File: src/miimac_pkg.sv
package miimac_pkg;

    // ****************************************************************
    // sizes and field positions
    // ****************************************************************
    localparam int NIBBLE_W = 4;
    localparam int STATUS_W = 16;
    localparam int STAT_CRC_BIT = 13;
    localparam int STAT_ODD_BIT = 12;
    localparam int LOW_ADDR_W = 3;
    localparam int BANK_W = 3;
    localparam logic [BANK_W-1:0] PHY_BANK = 3'h7;
    localparam int FIFO_DEPTH = 16;
    localparam int COUNT_W = 11;
    localparam int PIN_SYNC_W = 6 + NIBBLE_W;
    localparam int SYNC_TXC_BIT = 9;
    localparam int SYNC_RXC_BIT = 8;
    localparam int SYNC_CRS_BIT = 7;
    localparam int SYNC_COL_BIT = 6;
    localparam int SYNC_DV_BIT = 5;
    localparam int SYNC_ER_BIT = 4;

    // ****************************************************************
    // reset values
    // ****************************************************************
    localparam logic [NIBBLE_W-1:0] TXD_RESET = 4'h0;
    localparam logic [STATUS_W-1:0] STATUS_RESET = 16'h0000;
    // link clocks and data idle at their pull-up level, the rest at pull-down
    localparam logic [PIN_SYNC_W-1:0] PIN_SYNC_RESET = 10'h30f;
    localparam logic SELECT_IDLE_N = 1'h1;

    typedef struct packed {
        logic last;
        logic [NIBBLE_W-1:0] nibble;
    } miimac_tx_word_t;

    typedef struct packed {
        logic [COUNT_W-1:0] nibbles;
        logic [STATUS_W-1:0] status;
    } miimac_rx_report_t;

endpackage

File: src/miimac_pins.sv
`timescale 1ns/1ps
// Operation
// - names ending in _n or _b are asserted low, all others asserted high.
// - receive nibbles are accepted only while receive data valid is high.
// - one four-bit receive nibble is captured per receive clock cycle.
// - transmit data goes to the phy as a four-bit nibble.
// - in a frame during which receive error is seen, nibbles from the error on are not passed out.
// - such a frame is reported with the bad crc flag, status bit 13.
// - phy select is driven low on host accesses to the eight lowest addresses in bank 7.
// - transmit envelope is high for the whole transmitted frame.
// - carrier sense gates transmit start for deferral; a collision is only reported on tx_collision.
module miimac_pins
    import miimac_pkg::*;
#(
    parameter int DEPTH = FIFO_DEPTH
) (
    input wire logic mclk,
    input wire logic rst_b,
    input wire logic tx_nibble_clock,
    input wire logic rx_nibble_clock,
    output logic [NIBBLE_W-1:0] tx_data_out,
    output logic tx_envelope_out,
    input wire logic carrier_sense_in,
    input wire logic collision_in,
    input wire logic rx_valid_in,
    input wire logic rx_error_in,
    input wire logic [NIBBLE_W-1:0] rx_data_in,
    input wire logic tx_in_valid,
    output logic tx_in_ready,
    input wire miimac_tx_word_t tx_in_word,
    output logic [NIBBLE_W-1:0] rx_nibble,
    output logic rx_nibble_valid,
    output logic rx_frame_done,
    output logic rx_frame_good,
    output miimac_rx_report_t rx_report,
    output logic tx_collision,
    input wire logic host_access,
    input wire logic [LOW_ADDR_W:0] host_addr,
    input wire logic [BANK_W-1:0] host_bank,
    output logic phy_select_out_n
);

    // ****************************************************************
    // local types and decoders
    // ****************************************************************
    typedef enum {TX_IDLE, TX_SEND} miimac_tx_state_t;
    typedef enum {RX_IDLE, RX_RECV} miimac_rx_state_t;

    // rising edge of a synchronised link clock
    function automatic logic rising(input logic level, input logic last_level);
        return level && !last_level;
    endfunction

    // host access that falls in the phy window of the phy bank
    function automatic logic in_phy_window(input logic acc, input logic [LOW_ADDR_W:0] addr,
        input logic [BANK_W-1:0] bank);
        return acc && !addr[LOW_ADDR_W] && (bank == PHY_BANK);
    endfunction

    function automatic logic [STATUS_W-1:0] rx_status(input logic bad, input logic odd);
        logic [STATUS_W-1:0] word;
        word = STATUS_RESET;
        word[STAT_CRC_BIT] = bad;
        word[STAT_ODD_BIT] = odd;
        return word;
    endfunction

    logic [PIN_SYNC_W-1:0] pin_raw;
    logic [PIN_SYNC_W-1:0] pin_meta;
    logic [PIN_SYNC_W-1:0] pin_sync;
    logic txc_prev;
    logic rxc_prev;
    logic tx_edge;
    logic rx_edge;
    logic crs_s;
    logic col_s;
    logic dv_s;
    logic er_s;
    logic [NIBBLE_W-1:0] rxd_s;

    miimac_tx_state_t tx_state;
    miimac_tx_state_t next_tx_state;
    logic [NIBBLE_W-1:0] next_tx_data_out;
    logic next_tx_envelope_out;
    logic tx_last_sent;
    logic next_tx_last_sent;
    logic next_tx_collision;
    logic next_tx_in_ready;
    logic tx_push;
    logic tx_pop;
    logic fifo_in_ready;
    logic fifo_out_valid;
    miimac_tx_word_t tx_head;

    miimac_rx_state_t rx_state;
    miimac_rx_state_t next_rx_state;
    logic [COUNT_W-1:0] rx_count;
    logic [COUNT_W-1:0] next_rx_count;
    logic rx_err;
    logic next_rx_err;
    logic [NIBBLE_W-1:0] next_rx_nibble;
    logic next_rx_nibble_valid;
    logic next_rx_frame_done;
    logic next_rx_frame_good;
    miimac_rx_report_t next_rx_report;
    logic next_phy_select_out_n;

    // ****************************************************************
    // pin synchronisers and link clock edges
    // ****************************************************************
    assign pin_raw = {tx_nibble_clock, rx_nibble_clock, carrier_sense_in, collision_in,
        rx_valid_in, rx_error_in, rx_data_in};

    // data and clock pass the same two stages, so data is settled when the edge is seen
    genvar gi;
    generate
        for (gi = 0; gi < PIN_SYNC_W; gi++) begin : g_sync
            always_ff @(posedge mclk or negedge rst_b) begin
                if (!rst_b) begin
                    pin_meta[gi] <= PIN_SYNC_RESET[gi];
                    pin_sync[gi] <= PIN_SYNC_RESET[gi];
                end else begin
                    pin_meta[gi] <= pin_raw[gi];
                    pin_sync[gi] <= pin_meta[gi];
                end
            end
        end
    endgenerate

    // previous levels reset to the idle level so no false edge follows reset
    always_ff @(posedge mclk or negedge rst_b) begin
        if (!rst_b) begin
            txc_prev <= PIN_SYNC_RESET[SYNC_TXC_BIT];
            rxc_prev <= PIN_SYNC_RESET[SYNC_RXC_BIT];
        end else begin
            txc_prev <= pin_sync[SYNC_TXC_BIT];
            rxc_prev <= pin_sync[SYNC_RXC_BIT];
        end
    end

    assign tx_edge = rising(pin_sync[SYNC_TXC_BIT], txc_prev);
    assign rx_edge = rising(pin_sync[SYNC_RXC_BIT], rxc_prev);
    assign crs_s = pin_sync[SYNC_CRS_BIT];
    assign col_s = pin_sync[SYNC_COL_BIT];
    assign dv_s = pin_sync[SYNC_DV_BIT];
    assign er_s = pin_sync[SYNC_ER_BIT];
    assign rxd_s = pin_sync[NIBBLE_W-1:0];

    // ****************************************************************
    // transmit path
    // ****************************************************************
    assign tx_push = tx_in_valid && tx_in_ready;

    miimac_fifo #(
        .WIDTH($bits(miimac_tx_word_t)),
        .DEPTH(DEPTH)
    ) fifo_u (
        .mclk(mclk),
        .rst_b(rst_b),
        .in_valid(tx_push),
        .in_ready(fifo_in_ready),
        .in_data(tx_in_word),
        .out_valid(fifo_out_valid),
        .out_ready(tx_pop),
        .out_data(tx_head)
    );

    // ready is registered, so it drops for one cycle after each push:
    // half the host rate, still far above nibble rate
    always_comb begin
        next_tx_state = tx_state;
        next_tx_data_out = tx_data_out;
        next_tx_envelope_out = tx_envelope_out;
        next_tx_last_sent = tx_last_sent;
        next_tx_in_ready = fifo_in_ready && !tx_push;
        next_tx_collision = col_s && tx_envelope_out;
        tx_pop = 1'b0;
        if (tx_edge) begin
            case (tx_state)
                TX_IDLE: begin
                    if (fifo_out_valid && !crs_s) begin
                        tx_pop = 1'b1;
                        next_tx_data_out = tx_head.nibble;
                        next_tx_envelope_out = 1'b1;
                        next_tx_last_sent = tx_head.last;
                        next_tx_state = TX_SEND;
                    end
                end
                TX_SEND: begin
                    if (tx_last_sent) begin
                        next_tx_data_out = TXD_RESET;
                        next_tx_envelope_out = 1'b0;
                        next_tx_last_sent = 1'b0;
                        next_tx_state = TX_IDLE;
                    end else if (fifo_out_valid) begin
                        tx_pop = 1'b1;
                        next_tx_data_out = tx_head.nibble;
                        next_tx_last_sent = tx_head.last;
                    end
                    // an underrun holds the last nibble: the frame stays open
                end
                default: begin
                    next_tx_state = TX_IDLE;
                end
            endcase
        end
    end

    always_ff @(posedge mclk or negedge rst_b) begin
        if (!rst_b) begin
            tx_state <= TX_IDLE;
            tx_data_out <= TXD_RESET;
            tx_envelope_out <= 1'b0;
            tx_last_sent <= 1'b0;
            tx_collision <= 1'b0;
            tx_in_ready <= 1'b0;
        end else begin
            tx_state <= next_tx_state;
            tx_data_out <= next_tx_data_out;
            tx_envelope_out <= next_tx_envelope_out;
            tx_last_sent <= next_tx_last_sent;
            tx_collision <= next_tx_collision;
            tx_in_ready <= next_tx_in_ready;
        end
    end

    // ****************************************************************
    // receive path
    // ****************************************************************
    always_comb begin
        next_rx_state = rx_state;
        next_rx_count = rx_count;
        next_rx_err = rx_err;
        next_rx_nibble = rx_nibble;
        next_rx_nibble_valid = 1'b0;
        next_rx_frame_done = 1'b0;
        next_rx_frame_good = rx_frame_good;
        next_rx_report = rx_report;
        if (rx_edge) begin
            case (rx_state)
                RX_IDLE: begin
                    if (dv_s) begin
                        next_rx_state = RX_RECV;
                        next_rx_count = COUNT_W'(1);
                        next_rx_err = er_s;
                        next_rx_nibble = rxd_s;
                        next_rx_nibble_valid = !er_s;
                    end
                end
                RX_RECV: begin
                    if (dv_s) begin
                        next_rx_count = rx_count + 1'b1;
                        next_rx_err = rx_err || er_s;
                        next_rx_nibble = rxd_s;
                        next_rx_nibble_valid = !(rx_err || er_s);
                    end else begin
                        next_rx_state = RX_IDLE;
                        next_rx_frame_done = 1'b1;
                        next_rx_frame_good = !rx_err;
                        next_rx_report.nibbles = rx_count;
                        next_rx_report.status = rx_status(rx_err, rx_count[0]);
                    end
                end
                default: begin
                    next_rx_state = RX_IDLE;
                end
            endcase
        end
    end

    always_ff @(posedge mclk or negedge rst_b) begin
        if (!rst_b) begin
            rx_state <= RX_IDLE;
            rx_count <= '0;
            rx_err <= 1'b0;
            rx_nibble <= '0;
            rx_nibble_valid <= 1'b0;
            rx_frame_done <= 1'b0;
            rx_frame_good <= 1'b0;
            rx_report <= '{nibbles: '0, status: STATUS_RESET};
        end else begin
            rx_state <= next_rx_state;
            rx_count <= next_rx_count;
            rx_err <= next_rx_err;
            rx_nibble <= next_rx_nibble;
            rx_nibble_valid <= next_rx_nibble_valid;
            rx_frame_done <= next_rx_frame_done;
            rx_frame_good <= next_rx_frame_good;
            rx_report <= next_rx_report;
        end
    end

    // ****************************************************************
    // phy chip select
    // ****************************************************************
    // host signals share mclk, so no synchroniser; one cycle of latency
    always_comb begin
        next_phy_select_out_n = !in_phy_window(host_access, host_addr, host_bank);
    end

    always_ff @(posedge mclk or negedge rst_b) begin
        if (!rst_b) begin
            phy_select_out_n <= SELECT_IDLE_N;
        end else begin
            phy_select_out_n <= next_phy_select_out_n;
        end
    end
endmodule

File: src/miimac_fifo.sv
`timescale 1ns/1ps
module miimac_fifo #(
    parameter int WIDTH = 5,
    parameter int DEPTH = 16
) (
    input wire logic mclk,
    input wire logic rst_b,
    input wire logic in_valid,
    output logic in_ready,
    input wire logic [WIDTH-1:0] in_data,
    output logic out_valid,
    input wire logic out_ready,
    output logic [WIDTH-1:0] out_data
);
    localparam int AW = $clog2(DEPTH);
    logic [WIDTH-1:0] mem [DEPTH];
    logic [AW:0] wr_ptr, next_wr_ptr, rd_ptr, next_rd_ptr;
    logic push, pop;

    assign in_ready = (wr_ptr - rd_ptr) != (AW+1)'(DEPTH);
    assign out_valid = wr_ptr != rd_ptr;
    assign out_data = mem[rd_ptr[AW-1:0]];
    assign push = in_valid && in_ready;
    assign pop = out_valid && out_ready;

    always_comb begin
        next_wr_ptr = push ? wr_ptr + 1'b1 : wr_ptr;
        next_rd_ptr = pop ? rd_ptr + 1'b1 : rd_ptr;
    end

    always_ff @(posedge mclk or negedge rst_b) begin
        if (!rst_b) begin
            wr_ptr <= '0;
            rd_ptr <= '0;
        end else begin
            wr_ptr <= next_wr_ptr;
            rd_ptr <= next_rd_ptr;
        end
    end

    always_ff @(posedge mclk) begin
        if (push) begin
            mem[wr_ptr[AW-1:0]] <= in_data;
        end
    end
endmodule

File: config.mk
export PLATFORM = sky130hd
export DESIGN_NAME = miimac_pins
export DESIGN_NICKNAME = d
export VERILOG_FILES = /design/src/miimac_pkg.sv /design/src/miimac_pins.sv /design/src/miimac_fifo.sv
export SDC_FILE = /design/constraint.sdc
export NUM_CORES = 1
export LEC_CHECK = 0
export BUFFER_PORTS_ARGS = -buffer_cell sky130_fd_sc_hd__buf_2
export CORE_MARGIN = 8
export CORE_UTILIZATION = 45
export DETAILED_ROUTE_END_ITERATION = 8
export GPL_ROUTABILITY_DRIVEN = 0
export PLACE_DENSITY = 0.68
export SETUP_SLACK_MARGIN = 0.4
export SLEW_MARGIN = 20
export SYNTH_ARGS = -nofsm -noshare
export SYNTH_HDL_FRONTEND = slang
export SYNTH_SLANG_ARGS = --single-unit
File: constraint.sdc
create_clock -name mclk -period 3.14 [get_ports mclk]
set_input_delay 0.471 -clock mclk [delete_from_list [all_inputs] [get_ports mclk]]
set_output_delay 0.471 -clock mclk [all_outputs]
set_load 0.05 [all_outputs]
==> results list <==
* Cell type contributing the most total cell area after synthesis: sky130_fd_sc_hd__edfxtp_1
- EDFF count, synth: 80
- After Yosys synthesis, and, or, nand and nor cells account for 8.64% of the synthesized area.
- STA classifies the critical path endpoint as a flip-flop.
- Number of global-route vias before repair: 3,557
- The detailed router finished its first iteration with 234 violations.
- The average instance in the mapped netlist occupies 15.5 um2.
* Critical-path cell list: ha_1, nor2b_1, o21a_1, o2111ai_1, nor3_1, nand3b_1, buf_12, nor3b_4
- The analysis attributes to net switching a power of 2470 uW.
- Data on the critical path arrives at its endpoint at 2.65 ns.
- Maximum number of pins on one net before global-route repair: 31
* Layout cell share with drive strength beyond 1: 32.0%
* Post-synthesis instance total: 401
- By area the synthesized netlist is led by sky130_fd_sc_hd__edfxtp_1 39%, sky130_fd_sc_hd__dfrtp_1 23%, sky130_fd_sc_hd__mux4_2 7.3%.
- Including well taps, the total number of placed cells is 624.
* CTS tree: done
* Clock buffers created by TritonCTS: 17
- The global routing stage identified its most utilized layer as met2.
- Hold WC Path Type: primary input to flip-flop
- Compound-cell area share of the yosys netlist: 4.60%
- For this run, design rule violations remaining after detail routing come to 0.
- Critical path data required time: 3.24 ns
- The clock tree synthesis step divided the H-tree into 4 levels.
- Commonest cells after routing, fill and taps aside: 80 x sky130_fd_sc_hd__edfxtp_1, 56 x sky130_fd_sc_hd__dfrtp_1, 50 x sky130_fd_sc_hd__buf_2
* Area of the mapped netlist: 6200 um2
* Die Wd: 133 um
- For the pin with the worst max-slew slack, the measured transition is 0.813 ns.
* Number of vias per cell: 5.17
- Most frequently used flop master after synthesis: sky130_fd_sc_hd__edfxtp_1
- For met3 alone, demand over resource in global routing was 3.20%.
- Setup repair after global routing left no endpoint under its margin.
* Detailed Place HPWL: 7520 um
- The count of final hold-check violations came to 0.
- Global-route wire length before repair: 18,100 um
- Overall die area: 17,800 um2
- Worst-case headroom to the max-slew limit: 45.4%
* Starting utilization of the core area: 45.3%
- Synth top area share: 38.8%
- The share of the Yosys chip area taken by registers is 68.5%.
* Post-synthesis mux area share: 10.8%
- Pins over their slew limit: 0
- Overall via count from detail_route: 3,401
- Diodes inserted: 0
- The share of total power dissipated in sequential elements is 39.8%.
- Dividing the detail-routed wire length by the instance count gives 16.6 um.
* # fillers: 1,120
- Power per cell area: 932 nW/um2
* Share of the cycle needed by the critical path after routing: 81.4%
- Distinct cell type count of the synthesized netlist: 40
- Clock power share: 29.1%
* Cell with the largest stage delay on the worst path: sky130_fd_sc_hd__dfrtp_1
- After detailed routing, the total wire length is 10,900 um.
- Power share of the combinational group: 31.1%
- Total power consumption of the routed design: 6780 uW
- By startpoint and endpoint, the worst setup path is classified as flip-flop to flip-flop.
* Clock latency reported for the late side of the worst-skew pair: 0.41 ns
- Cell area after placement: 6630 um2
* Number of antenna violations at the first check in global routing: 0
- Met1 routing resource usage after global routing: 15.9%
* Combinational family with the most area after synthesis: multiplexers
- Overall track demand over capacity in global routing: 12.9%
* Worst Reg-to-Reg Cells: 8
- In this run the worst path has a maximum fanout of 5.
- Static leakage: 0.00292 uW
* Worst Clk Skew: 0.00780 ns
* Placeable core region: 13,700 um2
* Remaining global-route overflow: 0
- Subtracting the final worst setup slack from the clock period gives 2.56 ns.
* CTS clk-pin slew, worst paths: 0.07 ns
* Area delta synth->final: 17.4%
- Based on the critical path, the design can be clocked at up to 0.391 GHz.
* Peak ir drop on the vdd network: 0.487 mV
- Flop and latch count out of synthesis: 153
* Number of standard cells in the layout, taps in and fillers out: 658
- Setup crit start kind: flip-flop
- During I/O placement, the number of pins put on the boundary was 68.
* PortBufs: 50
- During synthesis, Yosys emitted a total of 0 warnings.
- Multi-input gate area: 1840 um2
* Area occupied by registers: 4250 um2
- The detail route stage leaves a number of antenna-violating nets equal to 0.
- The tool flagged a number of max-cap violations equal to 0.
- The largest single stage delay on the critical path is 0.44 ns.
* Post-route design area: 7280 um2
- Of all flip-flops after synthesis, the portion carrying an async set or reset was 47.7%.
* Maximum root-to-sink buffer count: 2
- Number of sinks on the clock net: 153
- Num rows: 43
- Setup violations remaining at the end of the flow were counted as 0.
- Sw Share: 36.4%
* Met2 GRT Util: 21.2%
- Clock tree synthesis selected as its root buffer the cell sky130_fd_sc_hd__clkbuf_16.
* Status: finished clean
- After the last flow step, the layout net total stands at 503.
* Total iterations of the first detailed-routing run: 7
- Xor/xnor cell area share of the yosys netlist: 1.70%
- Adder-Cell Fraction of Synth Area: 2.42%
- The internal power of the cells totals 4310 uW.
* Vertical die dimension: 133 um
- Summed over all failing endpoints, the final setup total negative slack is 0 ns.
- Along the worst hold path, the cell count comes to 1.
* Commonest non-fill, non-tap cell in the layout: sky130_fd_sc_hd__edfxtp_1
-- layer usage --
| layer | vias up | routed length [um] |
|---|---|---|
| li1 | 1604 | - |
| met3 | 12 | 623 |
| met1 | 1690 | 4700 |
| met5 | - | 0 |
| met2 | 95 | 5430 |
| met4 | 0 | 155 |
-- per-stage QoR --
step,util [%],setup slack (ns),hold WS (ns)
2_1_floorplan,-,0.492,0.175
3_3_place_gp,48.5,0.425,0.333
3_5_place_dp,48.5,0.368,0.335
4_1_cts,52.9,0.358,0.140
5_1_grt,53.2,0.420,0.140
6_report,53.2,0.584,0.155
-- kinds of logic (layout without fill, tap and decap cells) --
group           count (synthesis)  count (layout)
buf+inv                        36             100
flops                         153             153
xor+xnor                       12              12
simple gates                  104             104
other cells                     1              14
mux                            40              40
compound gates                 43              43
fa+ha+maj                      12              12
-- what timing repair did --
| item | in CTS | in global routing |
|---|---|---|
| endpoints found under the setup margin | 15 | 80 |
| buffers inserted | 0 | 1 |
| pin swaps | 0 | 0 |
| hold buffers | 1 | 0 |
| endpoints found under the hold margin | 11 | 0 |
| resized for setup | 1 | 6 |
-- critical path, delay by kind of cell, from the launching register on --
| family | cells | cell delay [ns] |
|---|---|---|
| AO/OA/AOI/OAI | 2 | 0.48 |
| adder cells (fa/ha/maj) | 1 | 0.34 |
| buffers and inverters | 1 | 0.17 |
| flip-flops | 1 | 0.44 |
| AND/OR/NAND/NOR | 4 | 0.81 |
-- synth_stat cells, types with 2 or more instances --
| cell type | number |
|---|---|
| sky130_fd_sc_hd__or3_4 | 2 |
| sky130_fd_sc_hd__nor2b_1 | 6 |
| sky130_fd_sc_hd__mux4_2 | 20 |
| sky130_fd_sc_hd__o31a_1 | 2 |
| sky130_fd_sc_hd__edfxtp_1 | 80 |
| sky130_fd_sc_hd__o21ai_0 | 12 |
| sky130_fd_sc_hd__a21oi_1 | 7 |
| sky130_fd_sc_hd__a31oi_1 | 3 |
| sky130_fd_sc_hd__buf_4 | 15 |
| sky130_fd_sc_hd__a22o_1 | 6 |
| sky130_fd_sc_hd__ha_1 | 12 |
| sky130_fd_sc_hd__a22oi_1 | 5 |
| sky130_fd_sc_hd__and2_1 | 4 |
| sky130_fd_sc_hd__nor3_1 | 7 |
| sky130_fd_sc_hd__nand4_1 | 4 |
| sky130_fd_sc_hd__o21a_1 | 2 |
| sky130_fd_sc_hd__xnor2_1 | 7 |
| sky130_fd_sc_hd__nor3b_1 | 3 |
| sky130_fd_sc_hd__and3_1 | 14 |
| sky130_fd_sc_hd__o31ai_1 | 2 |
| sky130_fd_sc_hd__dfrtp_1 | 58 |
| sky130_fd_sc_hd__mux2_2 | 16 |
| sky130_fd_sc_hd__clkbuf_1 | 6 |
| sky130_fd_sc_hd__nor2_1 | 16 |
| sky130_fd_sc_hd__xor2_1 | 5 |
| sky130_fd_sc_hd__mux2i_1 | 4 |
| sky130_fd_sc_hd__buf_2 | 6 |
| sky130_fd_sc_hd__inv_1 | 8 |
| sky130_fd_sc_hd__nand3_1 | 17 |
| sky130_fd_sc_hd__dfstp_2 | 15 |
| sky130_fd_sc_hd__nand2_1 | 27 |
| sky130_fd_sc_hd__or3_1 | 2 |
-- registers in the layout (all words and copies together), names as in the netlist, 4 cells and up --
signal         count
pin_meta          10
rx_nibble          4
tx_data_out        4
rx_count          11
pin_sync           6
rx_report         12
fifo_u.rd_ptr      5
fifo_u.wr_ptr      5
fifo_u.mem        80
-- final timing paths --
path | slack (ns) | end | from
max | 0.58 | fifo_u.mem[11][4] | fifo_u.wr_ptr[1]
min | 0.15 | pin_meta[1] | rx_data_in[1]
max reg2reg | 0.58 | fifo_u.mem[11][4] | fifo_u.wr_ptr[1]
min reg2reg | 0.35 | er_s | pin_meta[4]
max in group asynchronous | 1.92 | pin_sync[8] | rst_b
min in group asynchronous | 0.48 | col_s | rst_b
-- final cells by class --
type / instances / area share, %
clock buffers: 17 / 5.85
clock inverters: 15 / 2.24
inverters: 8 / 0.413
multi-input cells: 225 / 25.3
flip-flops and latches: 153 / 58.4
well taps: 180 / 3.10
repair buffers: 60 / 4.68
-- power by group through the flow --
stage	sequential (uW)	combinational, uW	clock (uW)
detailed placement	2720	2080	0
CTS	2680	2100	2020
finish	2700	2110	1980
global route	2750	2310	2100
floorplan	2970	1320	0
global placement	2700	2030	0
Power figures use the tool's default switching activity.
